**src/core/fsr_pkg.sv**
```systemverilog
package fsr_pkg;
   localparam int CLK_NS = 40;

   // Command opcodes seen on the serial link.
   localparam logic [7:0] OP_NOP        = 8'h00;
   localparam logic [7:0] OP_PP         = 8'h02;
   localparam logic [7:0] OP_READ       = 8'h03;
   localparam logic [7:0] OP_CLEAR_WRITE_LATCH_CMD       = 8'h04;
   localparam logic [7:0] OP_STATUS_READ_CMD       = 8'h05;
   localparam logic [7:0] OP_SET_WRITE_LATCH_CMD       = 8'h06;
   localparam logic [7:0] OP_FAST_READ  = 8'h0B;
   localparam logic [7:0] OP_CONFIG_READ_CMD       = 8'h15;
   localparam logic [7:0] OP_SE4K       = 8'h20;
   localparam logic [7:0] OP_SECURITY_REG_READ_CMD     = 8'h2B;
   localparam logic [7:0] OP_LOCK_RD    = 8'h2D;
   localparam logic [7:0] OP_RESUME_B   = 8'h30;
   localparam logic [7:0] OP_QUAD_ENTER = 8'h35;
   localparam logic [7:0] OP_QPP        = 8'h38;
   localparam logic [7:0] OP_DOUT_READ  = 8'h3B;
   localparam logic [7:0] OP_BE32K      = 8'h52;
   localparam logic [7:0] OP_PARAM_RD   = 8'h5A;
   localparam logic [7:0] OP_RESET_ARM_CMD      = 8'h66;
   localparam logic [7:0] OP_QOUT_READ  = 8'h6B;
   localparam logic [7:0] OP_RESUME_A   = 8'h7A;
   localparam logic [7:0] OP_MAKER_RD   = 8'h90;
   localparam logic [7:0] OP_RST        = 8'h99;
   localparam logic [7:0] OP_IDENT_RD   = 8'h9F;
   localparam logic [7:0] OP_SIG_RD     = 8'hAB;
   localparam logic [7:0] OP_QIDENT_RD  = 8'hAF;
   localparam logic [7:0] OP_SUSP_DEF   = 8'hB0;
   localparam logic [7:0] OP_SEC_ENTER  = 8'hB1;
   localparam logic [7:0] OP_DIO_READ   = 8'hBB;
   localparam logic [7:0] OP_BURST_SET  = 8'hC0;
   localparam logic [7:0] OP_SEC_EXIT   = 8'hC1;
   localparam logic [7:0] OP_BE64K      = 8'hD8;
   localparam logic [7:0] OP_VBIT_RD    = 8'hE0;
   localparam logic [7:0] OP_PBIT_RD    = 8'hE2;
   localparam logic [7:0] OP_WQ_READ    = 8'hE7;
   localparam logic [7:0] OP_QIO_READ   = 8'hEB;
   localparam logic [7:0] OP_QUAD_EXIT  = 8'hF5;

   // Address layout and the link framing.
   localparam int ADR_W     = 24;
   localparam int PAGE_LSB  = 8;
   localparam int SEC_LSB   = 12;
   localparam int B32_LSB   = 15;
   localparam int B64_LSB   = 16;
   localparam int REG_LSB   = 20;
   localparam int NREG      = 16;
   localparam logic [5:0] OP_BITS   = 6'h08;
   localparam logic [5:0] FULL_BITS = 6'h20;

   // Register offsets and field positions.
   localparam logic [7:0] A_STATUS = 8'h00;
   localparam logic [7:0] A_SECUR  = 8'h04;
   localparam logic [7:0] A_VOL    = 8'h08;
   localparam logic [7:0] A_PERS   = 8'h0C;
   localparam logic [7:0] A_CTRL   = 8'h10;
   localparam logic [7:0] A_LAST   = 8'h14;
   localparam int B_WIP = 0, B_WEL = 1, B_PSB = 2, B_ESB = 3;
   localparam int B_QUAD = 4, B_ARM = 5, B_RDOK = 6, B_BUSY = 7;
   localparam int SEC_PSB = 2, SEC_ESB = 3, LAST_ACC = 8;
   localparam logic [15:0] VOL_RST  = 16'hFFFF;
   localparam logic [15:0] PERS_RST = 16'h0000;

   typedef enum logic [2:0] {ST_IDLE, ST_BUSY, ST_SUSP_WAIT, ST_SUSP, ST_NEST} fsr_state_t;
   typedef enum logic [1:0] {OPK_PROG, OPK_E4K, OPK_E32K, OPK_E64K} fsr_opk_t;

   function automatic int fsr_cyc_up(int ns);
      int c;
      c = (ns + CLK_NS - 1) / CLK_NS;
      return (c < 1) ? 1 : c;
   endfunction
endpackage

```
**src/core/fsr_cmd_if.sv**
```systemverilog
`timescale 1ns/1ps
interface fsr_cmd_if;
   logic        valid;
   logic [7:0]  opcode;
   logic [23:0] addr;
   logic        has_addr;
   logic        quad;
   modport shifter (output valid, output opcode, output addr, output has_addr, input quad);
   modport core    (input valid, input opcode, input addr, input has_addr, output quad);
endinterface

```
**src/core/fsr_top.sv**
```systemverilog
// Implementation choices: the register addresses and register access over Wishbone.
`timescale 1ns/1ps
// What this block does
// - A region is writable only when its volatile and persistent protect bits are zero.
// - While suspended, reads succeed everywhere except the suspended page, sector or block.
// - Suspend waits its latency, then clears write latch and sets the suspended flag.
// - After latency, reads, IDs, mode, secure, burst, lock reads, latch set, resume pass.
// - Page program opcodes are accepted during erase suspend only, never program suspend.
// - Latch clear, status reads, signature, reset arm, reset, no-op pass anytime.
// - Security bit 2 shows program suspended, bit 3 erase suspended; resume clears.
// - Erase suspend permits page program of unprotected memory outside the region.
// - A program started inside erase suspend cannot be suspended; host waits for it.
// - That nested program holds write latch and busy high, clearing both at completion.
// - Resume sets write latch and busy, clears suspended flag, continues the operation.
// - Resume is ignored in performance enhance mode.
// - No-op only cancels a pending reset arm; eight or two clocks per opcode.
// - Reset acts only directly after reset arm; any other command cancels arm.
// - Software reset returns to standby with volatile state, except the performance enhance bit, at power-on defaults.
// - Software reset aborts a running program or erase.
module fsr_top
   import fsr_pkg::*;
#(
   parameter logic [7:0] SUSPEND_OP  = OP_SUSP_DEF,
   parameter int         P_SUSP_NS   = 20000,
   parameter int         E_SUSP_NS   = 20000,
   parameter int         P_GAP_NS    = 20000,
   parameter int         E_GAP_NS    = 20000,
   parameter int         PROG_NS     = 100000,
   parameter int         ERASE_NS    = 400000
)(
   input  wire logic        clk_i,
   input  wire logic        rst_i,
   input  wire logic        ce_i,
   input  wire logic        sclk_i,
   input  wire logic        cs_n_i,
   input  wire logic [3:0]  sio_i,
   input  wire logic        wb_cyc_i,
   input  wire logic        wb_stb_i,
   input  wire logic        wb_we_i,
   input  wire logic [7:0]  wb_adr_i,
   input  wire logic [3:0]  wb_sel_i,
   input  wire logic [31:0] wb_dat_i,
   output logic      [31:0] wb_dat_o,
   output logic             wb_ack_o
);
   localparam logic [23:0] PROG_CYC  = 24'(fsr_cyc_up(PROG_NS));
   localparam logic [23:0] ERASE_CYC = 24'(fsr_cyc_up(ERASE_NS));
   localparam logic [23:0] P_SL_CYC  = 24'(fsr_cyc_up(P_SUSP_NS));
   localparam logic [23:0] E_SL_CYC  = 24'(fsr_cyc_up(E_SUSP_NS));
   localparam logic [23:0] P_GAP_CYC = 24'(fsr_cyc_up(P_GAP_NS));
   localparam logic [23:0] E_GAP_CYC = 24'(fsr_cyc_up(E_GAP_NS));

   typedef struct packed {
      fsr_state_t  st;
      fsr_opk_t    opk;
      logic [23:0] addr;
      logic [23:0] cnt;
      logic [23:0] sav;
      logic [23:0] lat;
      logic        write_enable_latch;
      logic        write_in_progress;
      logic        program_suspended_flag;
      logic        erase_suspended_flag;
      logic        quad;
      logic        armed;
      logic        rdok;
      logic        perf;
      logic [15:0] vol;
      logic [15:0] pers;
      logic [7:0]  last_op;
      logic        last_acc;
      logic        ack;
      logic [31:0] dat;
   } fsr_core_t;

   fsr_core_t q;
   fsr_core_t n;
   logic      acc;
   logic      hit;
   logic      prot;
   logic      idle;
   logic      sus;

   fsr_cmd_if lk ();

   fsr_cmd_shift u_shift (
      .clk_i  (clk_i),
      .rst_i  (rst_i),
      .ce_i   (ce_i),
      .sclk_i (sclk_i),
      .cs_n_i (cs_n_i),
      .sio_i  (sio_i),
      .lk     (lk.shifter)
   );

   function automatic logic in_region(logic [23:0] a, logic [23:0] b, fsr_opk_t k);
      unique case (k)
         OPK_PROG: return a[ADR_W-1:PAGE_LSB] == b[ADR_W-1:PAGE_LSB];
         OPK_E4K:  return a[ADR_W-1:SEC_LSB] == b[ADR_W-1:SEC_LSB];
         OPK_E32K: return a[ADR_W-1:B32_LSB] == b[ADR_W-1:B32_LSB];
         OPK_E64K: return a[ADR_W-1:B64_LSB] == b[ADR_W-1:B64_LSB];
      endcase
   endfunction

   always_comb begin
      n    = q;
      acc  = 1'b0;
      idle = (q.st == ST_IDLE);
      sus  = (q.st == ST_SUSP);
      hit  = in_region(lk.addr, q.addr, q.opk);
      prot = q.vol[lk.addr[ADR_W-1:REG_LSB]] | q.pers[lk.addr[ADR_W-1:REG_LSB]];

      // Bus slave: one wait state, data captured from the state seen at the request.
      n.ack = wb_cyc_i & wb_stb_i & ~q.ack;
      n.dat = '0;
      if (n.ack) begin
         unique case (wb_adr_i)
            A_STATUS: begin
               n.dat[B_WIP]  = q.write_in_progress;
               n.dat[B_WEL]  = q.write_enable_latch;
               n.dat[B_PSB]  = q.program_suspended_flag;
               n.dat[B_ESB]  = q.erase_suspended_flag;
               n.dat[B_QUAD] = q.quad;
               n.dat[B_ARM]  = q.armed;
               n.dat[B_RDOK] = q.rdok;
               n.dat[B_BUSY] = ~idle;
            end
            A_SECUR: begin
               n.dat[SEC_PSB] = q.program_suspended_flag;
               n.dat[SEC_ESB] = q.erase_suspended_flag;
            end
            A_VOL:   n.dat[15:0] = q.vol;
            A_PERS:  n.dat[15:0] = q.pers;
            A_CTRL:  n.dat[0] = q.perf;
            A_LAST:  n.dat[LAST_ACC:0] = {q.last_acc, q.last_op};
            default: n.dat = '0;
         endcase
      end
      if (q.ack && wb_cyc_i && wb_stb_i && wb_we_i) begin
         for (int b = 0; b < 2; b++) begin
            if (wb_sel_i[b] && wb_adr_i == A_VOL) n.vol[b*8 +: 8] = wb_dat_i[b*8 +: 8];
            if (wb_sel_i[b] && wb_adr_i == A_PERS) n.pers[b*8 +: 8] = wb_dat_i[b*8 +: 8];
         end
         if (wb_sel_i[0] && wb_adr_i == A_CTRL) n.perf = wb_dat_i[0];
      end

      // Running operations and the suspend latency.
      unique case (q.st)
         ST_IDLE, ST_SUSP: begin
         end
         ST_BUSY: begin
            if (q.lat != '0) n.lat = q.lat - 24'h00_0001;
            if (q.cnt <= 24'h00_0001) begin
               n.st  = ST_IDLE;
               n.write_enable_latch = 1'b0;
               n.write_in_progress = 1'b0;
            end else begin
               n.cnt = q.cnt - 24'h00_0001;
            end
         end
         ST_SUSP_WAIT: begin
            if (q.lat <= 24'h00_0001) begin
               n.st  = ST_SUSP;
               n.write_enable_latch = 1'b0;
               n.write_in_progress = 1'b0;
               n.lat = '0;
               if (q.opk == OPK_PROG) n.program_suspended_flag = 1'b1;
               else n.erase_suspended_flag = 1'b1;
            end else begin
               n.lat = q.lat - 24'h00_0001;
            end
         end
         ST_NEST: begin
            if (q.cnt <= 24'h00_0001) begin
               n.st  = ST_SUSP;
               n.write_enable_latch = 1'b0;
               n.write_in_progress = 1'b0;
               n.cnt = q.sav;
            end else begin
               n.cnt = q.cnt - 24'h00_0001;
            end
         end
      endcase

      if (lk.valid) begin
         n.armed = 1'b0;
         unique case (lk.opcode)
            OP_RESET_ARM_CMD: begin
               acc     = 1'b1;
               n.armed = 1'b1;
            end
            OP_RST: begin
               acc = 1'b1;
               if (q.armed) begin
                  // Any running operation is dropped; its target data is not trustworthy.
                  n.st   = ST_IDLE;
                  n.write_enable_latch  = 1'b0;
                  n.write_in_progress  = 1'b0;
                  n.program_suspended_flag  = 1'b0;
                  n.erase_suspended_flag  = 1'b0;
                  n.quad = 1'b0;
                  n.rdok = 1'b0;
                  n.vol  = VOL_RST;
                  n.cnt  = '0;
                  n.lat  = '0;
               end
            end
            OP_NOP, OP_STATUS_READ_CMD, OP_CONFIG_READ_CMD, OP_SECURITY_REG_READ_CMD, OP_SIG_RD: acc = 1'b1;
            OP_CLEAR_WRITE_LATCH_CMD: begin
               acc = 1'b1;
               if (q.st != ST_BUSY && q.st != ST_NEST) n.write_enable_latch = 1'b0;
            end
            OP_SET_WRITE_LATCH_CMD: if (idle || sus) begin
               acc   = 1'b1;
               n.write_enable_latch = 1'b1;
            end
            OP_QUAD_ENTER, OP_QUAD_EXIT: if (idle || sus) begin
               acc    = 1'b1;
               n.quad = (lk.opcode == OP_QUAD_ENTER);
            end
            OP_READ, OP_FAST_READ, OP_DOUT_READ, OP_QOUT_READ, OP_DIO_READ,
            OP_QIO_READ, OP_WQ_READ: if (idle || sus) begin
               acc    = 1'b1;
               n.rdok = idle || !hit;
            end
            OP_PARAM_RD, OP_IDENT_RD, OP_QIDENT_RD, OP_MAKER_RD, OP_SEC_ENTER,
            OP_SEC_EXIT, OP_BURST_SET, OP_LOCK_RD, OP_PBIT_RD, OP_VBIT_RD: begin
               acc = idle || sus;
            end
            OP_RESUME_A, OP_RESUME_B: if (sus && !q.perf) begin
               acc   = 1'b1;
               n.st  = ST_BUSY;
               n.write_enable_latch = 1'b1;
               n.write_in_progress = 1'b1;
               n.program_suspended_flag = 1'b0;
               n.erase_suspended_flag = 1'b0;
               n.lat = (q.opk == OPK_PROG) ? P_GAP_CYC : E_GAP_CYC;
            end
            OP_PP, OP_QPP: begin
               // Latch must be set first; outside region and unprotected only.
               if (q.write_enable_latch && lk.has_addr && !prot && (idle || (sus && q.erase_suspended_flag && !hit))) begin
                  acc   = 1'b1;
                  n.write_enable_latch = 1'b1;
                  n.write_in_progress = 1'b1;
                  n.cnt = PROG_CYC;
                  if (idle) begin
                     n.st   = ST_BUSY;
                     n.opk  = OPK_PROG;
                     n.addr = lk.addr;
                     n.lat  = '0;
                  end else begin
                     n.st  = ST_NEST;
                     n.sav = q.cnt;
                  end
               end
            end
            OP_SE4K, OP_BE32K, OP_BE64K: begin
               if (idle && q.write_enable_latch && lk.has_addr && !prot) begin
                  acc    = 1'b1;
                  n.st   = ST_BUSY;
                  n.write_in_progress  = 1'b1;
                  n.addr = lk.addr;
                  n.cnt  = ERASE_CYC;
                  n.lat  = '0;
                  n.opk  = (lk.opcode == OP_SE4K) ? OPK_E4K :
                           (lk.opcode == OP_BE32K) ? OPK_E32K : OPK_E64K;
               end
            end
            default: begin
               // A nested program fails the ST_BUSY check here, so it cannot be suspended.
               if (lk.opcode == SUSPEND_OP && q.st == ST_BUSY && q.lat == '0
                   && q.cnt > 24'h00_0001) begin
                  acc  = 1'b1;
                  n.st = ST_SUSP_WAIT;
                  n.lat = (q.opk == OPK_PROG) ? P_SL_CYC : E_SL_CYC;
               end
            end
         endcase
         n.last_op  = lk.opcode;
         n.last_acc = acc;
      end
   end

   always_ff @(posedge clk_i) begin
      if (rst_i) begin
         q      <= '0;
         q.vol  <= VOL_RST;
         q.pers <= PERS_RST;
      end else if (ce_i) begin
         q <= n;
      end
   end

   assign lk.quad  = q.quad;
   assign wb_dat_o = q.dat;
   assign wb_ack_o = q.ack;
endmodule

```
**src/core/fsr_cmd_shift.sv**
```systemverilog
`timescale 1ns/1ps
module fsr_cmd_shift
   import fsr_pkg::*;
(
   input  wire logic       clk_i,
   input  wire logic       rst_i,
   input  wire logic       ce_i,
   input  wire logic       sclk_i,
   input  wire logic       cs_n_i,
   input  wire logic [3:0] sio_i,
   fsr_cmd_if.shifter      lk
);
   typedef struct packed {
      logic [1:0]  sck;
      logic        sck_q;
      logic [1:0]  csn;
      logic        csn_q;
      logic [3:0]  d1;
      logic [3:0]  d2;
      logic [5:0]  nbit;
      logic [7:0]  op;
      logic [23:0] adr;
      logic        vld;
   } fsr_shf_t;

   fsr_shf_t q;
   fsr_shf_t n;

   always_comb begin
      n       = q;
      n.sck   = {q.sck[0], sclk_i};
      n.csn   = {q.csn[0], cs_n_i};
      n.d1    = sio_i;
      n.d2    = q.d1;
      n.sck_q = q.sck[1];
      n.csn_q = q.csn[1];
      n.vld   = 1'b0;
      if (q.csn[1] && !q.csn_q) begin
         // A frame shorter than a whole opcode is dropped.
         n.vld = (q.nbit >= OP_BITS);
      end else if (!q.csn[1] && q.csn_q) begin
         n.nbit = '0;
      end else if (!q.csn[1] && q.sck[1] && !q.sck_q && q.nbit < FULL_BITS) begin
         if (lk.quad) begin
            if (q.nbit < OP_BITS) n.op = {q.op[3:0], q.d2};
            else n.adr = {q.adr[19:0], q.d2};
            n.nbit = q.nbit + 6'h04;
         end else begin
            // Only the lowest line carries data in single-line mode.
            if (q.nbit < OP_BITS) n.op = {q.op[6:0], q.d2[0]};
            else n.adr = {q.adr[22:0], q.d2[0]};
            n.nbit = q.nbit + 6'h01;
         end
      end
   end

   always_ff @(posedge clk_i) begin
      if (rst_i) begin
         q     <= '0;
         q.sck <= 2'h0;
         q.csn <= 2'h3;
         q.csn_q <= 1'b1;
      end else if (ce_i) begin
         q <= n;
      end
   end

   assign lk.valid    = q.vld;
   assign lk.opcode   = q.op;
   assign lk.addr     = q.adr;
   assign lk.has_addr = (q.nbit == FULL_BITS);
endmodule

```
**config.mk**
```make
export PLATFORM = sky130hd
export DESIGN_NAME = fsr_top
export DESIGN_NICKNAME = d
export VERILOG_FILES = /design/src/core/fsr_pkg.sv /design/src/core/fsr_cmd_if.sv /design/src/core/fsr_top.sv /design/src/core/fsr_cmd_shift.sv
export SDC_FILE = /design/constraint.sdc
export NUM_CORES = 1
export LEC_CHECK = 0
export ABC_AREA = 1
export BUFFER_PORTS_ARGS = -buffer_cell sky130_fd_sc_hd__buf_2
export CELL_PAD_IN_SITES_DETAIL_PLACEMENT = 1
export CELL_PAD_IN_SITES_GLOBAL_PLACEMENT = 1
export CORE_MARGIN = 2
export CORE_UTILIZATION = 47
export DETAILED_ROUTE_END_ITERATION = 10
export GPL_TIMING_DRIVEN = 0
export PLACE_DENSITY_LB_ADDON = 0.1
export REMOVE_ABC_BUFFERS = 1
export SLEW_MARGIN = 20
export SYNTH_ARGS = -nofsm -noshare
export SYNTH_HDL_FRONTEND = slang
export SYNTH_SLANG_ARGS = --single-unit
```
**constraint.sdc**
```tcl
create_clock -name clk_i -period 3.7 [get_ports clk_i]
set_input_delay 0.74 -clock clk_i [delete_from_list [all_inputs] [get_ports clk_i]]
set_output_delay 0.74 -clock clk_i [all_outputs]
set_load 0.005 [all_outputs]
```
Yosys cells after proc, flatten, opt, wreduce, memory -nomap -nowiden
Index checks and enable logic that the tools add are counted.
W data, S select, Z words.

word-level totals
  register bits after elaboration = 236
  input bits = 56
  output and inout bits = 33
  word-level logic and storage cells = 261

cells by class
  add/sub/neg operators = 4
  order comparisons = 7
  eq/ne operators = 60
  multiplexer cells = 84
  bitwise logic cells = 8
  reduce and logical (&&, ||, !) cells = 67

operator list
  cell                     number
  $mux W24                 12
  $eq A8 B8 Y1 const B     16
  $pmux W24 S5             1
  $mux W108                1
  $mux W103                1
  $pmux W24 S2             2
  $mux W38                 2
  $pmux W24 S3             1
  $mux W16                 4
  $eq A8 B6 Y1 const B     7
  $mux W53                 1
  $pmux W26 S2             1
  $le A24 B1 Y1 const B    2
  $mux W8                  6
  $sub A24 B1 Y24 const B  2
  $eq A8 B7 Y1 const B     5
  $eq A8 B3 Y1 const B     4
  $mux W32                 1
  $mux W29                 1
  $mux W28                 1
  $reduce_or A27 Y1        1
  $logic_and A1 B1 Y1      26
  $mux W26                 1
  $reduce_and A5 Y1        5
  other kinds (59)         126

Logic depth before layout (Yosys ltp)
  word-level depth = 9
  gate-level depth with buffers = 16
  depth with buffers taken out = 16

By module
A second synthesis with hierarchy kept.

unflattened totals
  cells, all modules = 2053
  area, all modules = 13138.9 µm²

by module, submodules not included
  module         times used  cells an instance  area an instance (µm²)  seq. area each (µm²)
  fsr_top        1           1661               10297.4                 3183.1
  fsr_cmd_shift  1           392                2841.5                  1061.0

Worst setup path before layout
Ideal clock, no wire load.

  path type = input-to-reg
  start point = in wb_adr_i[7]
  end point = reg q[70] in the netlist's numbering
  library setup time = 0.127 ns
  arrival = 2.159 ns
  data required time = 3.573 ns
  slack = 1.414 ns
  stages = 11
  buffers on the path = 1
  cells stage by stage = nor2_1 nand2_1 nor2_2 nand2_1 nor2_2 inv_1 nor2_1 inv_1 clkbuf_1 a21oi_1 o21ai_0

between the ends
  longest elaborated chain between the ends = 7

RTL lines
  element                  line            RTL
  start, declared          fsr_top.sv:40   input wire logic [7:0] wb_adr_i,
  $eq A8 B4 Y1 (*)         fsr_top.sv:141  if (wb_sel_i[b] && wb_adr_i == A_VOL) n.vol[b*8 +: 8] = wb_dat_i[b*8 +: 8];
  $logic_and A1 B1 Y1 (*)  fsr_top.sv:141
  $mux W8 (*)              fsr_top.sv:141
  $mux W32 (*)             fsr_top.sv:139  if (q.ack && wb_cyc_i && wb_stb_i && wb_we_i) begin
  $mux W16                 fsr_top.sv:194  if (q.armed) begin
  $mux W16                 fsr_top.sv:187  unique case (lk.opcode)
  $mux W16 (*)             fsr_top.sv:185  if (lk.valid) begin
  end signal, assigned     fsr_top.sv:290  q <= n;
  end, declared            fsr_top.sv:76   fsr_core_t q;

Mark *: on every way between the ends. The rest lies on a longest branch, timed or not.
A chain may end at the register's enable or synchronous reset.

Worst setup path in the final report
  start point = reg q[180] in the netlist's numbering
  end point = reg q[139] in the netlist's numbering

between the ends
  longest elaborated chain between the ends = 8
  elaborated cells on any way between the ends = 17
  classes of those cells = eq/ne (3); mux (6); reduce/logical (8)

RTL lines
  element                           line            RTL
  $eq A3 B2 Y1                      fsr_top.sv:109  sus = (q.st == ST_SUSP);
  $logic_and A1 B1 Y1 (2 in a row)  fsr_top.sv:241  if (q.write_enable_latch && lk.has_addr && !prot && (idle || (sus && q.erase_suspended_flag && !hit))) begin
  $logic_or A1 B1 Y1                fsr_top.sv:241
  $logic_and A1 B1 Y1               fsr_top.sv:241
  $mux W103                         fsr_top.sv:241
  $pmux W24 S3                      fsr_top.sv:187
  $mux W108 (*)                     fsr_top.sv:185

Mark *: on every way between the ends. The rest lies on a longest branch, timed or not. The select of a mux whose other input is x is not followed.

==> flow_summary.toml <==
[run_status]
status = "complete, no violations"

[critical_path]
cp.arrival_ns = 3.75
cp_max_fo = 18
crit_type = "flip-flop to flip-flop"
cp.required_ns = 4.16
worst_setup_path_start_kind = "flip-flop"
cp-end-kind = "flip-flop"

[die]
die_w_um = 166
die_area_um2 = 27500
start_util = 0.475
pin_count = 89
rows = 59
fp.coreArea_um2 = 25900
die_h_um = 166

[sta]
hold_viol = 0
worst_pin_slew_ns = 0.914
fin_skew_ns = 0.0134
slew_headroom = 0.388
period_share = 0.889
fmax_mhz = 304
report.final.slew_viol_count = 0
finalCriticalPeriod_ns = 3.29
rsz0062_at_grt = "no"
hold_slack_ns = 0.421
finalSetupViolCount = 0

[detailed_routing]
drtPass1Iterations = 5
vias = 12600
drtIter0Drc = 701
wl_per_cell_um = 18.0
ant_nets = 0
drc = 0
vias_per_cell = 5.66
wl_um = 40000

[logic_synthesis]
synth_edf_count = 0
async_flop_share = 0
ys_seq_area_frac = 0.344
yosys.cell_types.count = 53
synthCells = 1885
yosysWarnings = 0
syn_area_um2 = 12300
postSynthAreaPerCell_um2 = 6.54
synthFlopType = "dfxtp_1"
synth-seq-cells = 212

[clock_tree]
worstSkewPairLatency_ns = 0.54
htreeDepth = 1
clock_sinks = 212
cts_buffers = 25
cts_root_buf = "clkbuf_16"
cts_tree = "yes"
cts_buffer_depth = 3
cts-hold-fix-buffers = 0
clk_pin_slew_ns = 0.06

[placement]
gp_congestion = 0.924
hpwl_um = 28000
io_buffers = 54

[pwr]
p_int_mw = 3.96
p_total_mw = 5.56
swShare = 0.287
power.density_nw_per_um2 = 414
clock_power_share = 0.428
leakagePower_nw = 5.62
p_seq_frac = 0.435
ir_drop_v = 0.000418
p_switching_mw = 1.59
power_frac_comb = 0.137

[grt]
antenna_found_initial = 0
grt_max_degree = 110
grt_usage = 0.287
grt_pass1_vias = 13000
grt_overflow = 0
grt_pass1_wl_um = 66500

[cells_and_area]
synthToLayoutAreaGrowth_pct = 8.91
seq_area_um2 = 4250
multi_input_area_um2 = 6760
fin_util = 0.518
antenna_cells = 0
nFillCells = 3541
drive_gt1_frac = 0.0983
fin_nets = 1940

[run]
max_cap_viol_count = 0

[hold_path]
hold_class = "input port to flip-flop"
## power groups by stage
stage | registers (mW) | logic (mW) | clock network, mW
2_1_floorplan | 2.44 | 0.519 | 0
3_3_place_gp | 2.46 | 0.712 | 0
3_5_place_dp | 2.46 | 0.741 | 0
4_1_cts | 2.42 | 0.749 | 2.42
5_1_grt | 2.43 | 0.859 | 2.50
6_report | 2.42 | 0.762 | 2.38
## state kept, by name, indices dropped and copies added, names as in the netlist
name               count
u_shift.lk.addr       24
lk.quad                1
u_shift.q             12
wb_ack_o               1
wb_dat_o              16
u_shift.n              8
u_shift.lk.valid       1
u_shift.lk.opcode      8
q                    141
## cells in the final DEF, fill, tap and decap left out, drive strengths merged, types with 28 or more instances in the layout
master and n:
nand2 409, o21ai 237, inv 214, dfxtp 212, a21oi 212, nor2 181, nand3 104, buf 64
clkbuf 35, nor3 28
## logic make-up after synthesis
logic type      synth area share
fa+ha+maj                0.00812
simple gates               0.271
buf+inv                    0.114
compound gates             0.243
xor+xnor                  0.0185
other cells             0.000304
flops                      0.344
## what timing repair did
item / CTS / global route
endpoints found under the setup margin: 10 / 10
gates resized for setup: 2 / 1
hold endpoints to repair: 0 / 0
gates cloned: 0 / 0
setup buffers: 0 / 5
pin swaps: 0 / 1
## through the flow
stage	instance area (µm²)	TNS, ns	setup WS [ns]	cells
2_1_floorplan	11800	0	0.247	1785
3_3_place_gp	12500	-449.90	-4.30	2174
3_5_place_dp	12600	-1.85	-0.320	2179
4_1_cts	13400	0	0.235	2222
5_1_grt	13400	0	0.167	2227
6_report	13400	0	0.410	2227
## cell usage after synthesis, types with 12 or more instances
cell	count	area, µm²
xor2_1	15	131
nor2_1	163	612
nand3_1	93	465
o211ai_1	17	128
nor3_1	26	130
nand4_1	22	138
o22ai_1	16	100
o21ai_0	231	1160
nand2_2	12	75.1
nand2_1	394	1480
buf_4	32	240
clkbuf_1	66	248
a21oi_1	204	1020
dfxtp_1	212	4240
a31oi_1	27	169
inv_2	14	52.6
inv_1	198	743
## area by class of cell
type / count / area share
timing repair buffer: 64 / 0.0306
inverter: 215 / 0.0607
multi-input combinational: 1358 / 0.504
sequential: 212 / 0.316
tap: 335 / 0.0312
clock buffer: 35 / 0.0517
clock inverter: 8 / 0.00559
## critical path, stage by stage (launching register included)
cell and delay [ns]:
dfxtp_1 0.35, nor2_1 0.21, nand2_2 0.31, inv_1 0.50, nor2_4 0.11, inv_1 0.43, nand2_2 0.36, inv_1 0.32
nand2_1 0.08, a21oi_1 0.18, a21oi_1 0.08, nand2_1 0.09, nand3_1 0.06, a21oi_1 0.12
## worst paths after layout
check / startpoint / endpoint / slack, ns / depth (start not counted)
worst min register to register: q[117] / q[117] / 0.45 / 2
worst max register to register: q[180] / q[139] / 0.41 / 13
worst min-delay path: cs_n_i / u_shift.n[49] / 0.42 / 3
worst max-delay path: q[180] / q[139] / 0.41 / 13
## metal layers
| metal | GRT usage | wire length (µm) | vias up |
|---|---|---|---|
| met2 | 0.503 | 19400 | 214 |
| met3 | 0.0331 | 1350 | 77 |
| met1 | 0.373 | 18200 | 6094 |
| met4 | 0.0820 | 1090 | 0 |
| li1 | - | - | 6217 |
| met5 | 0 | 0 | - |
Power figures use the tool's default switching activity.
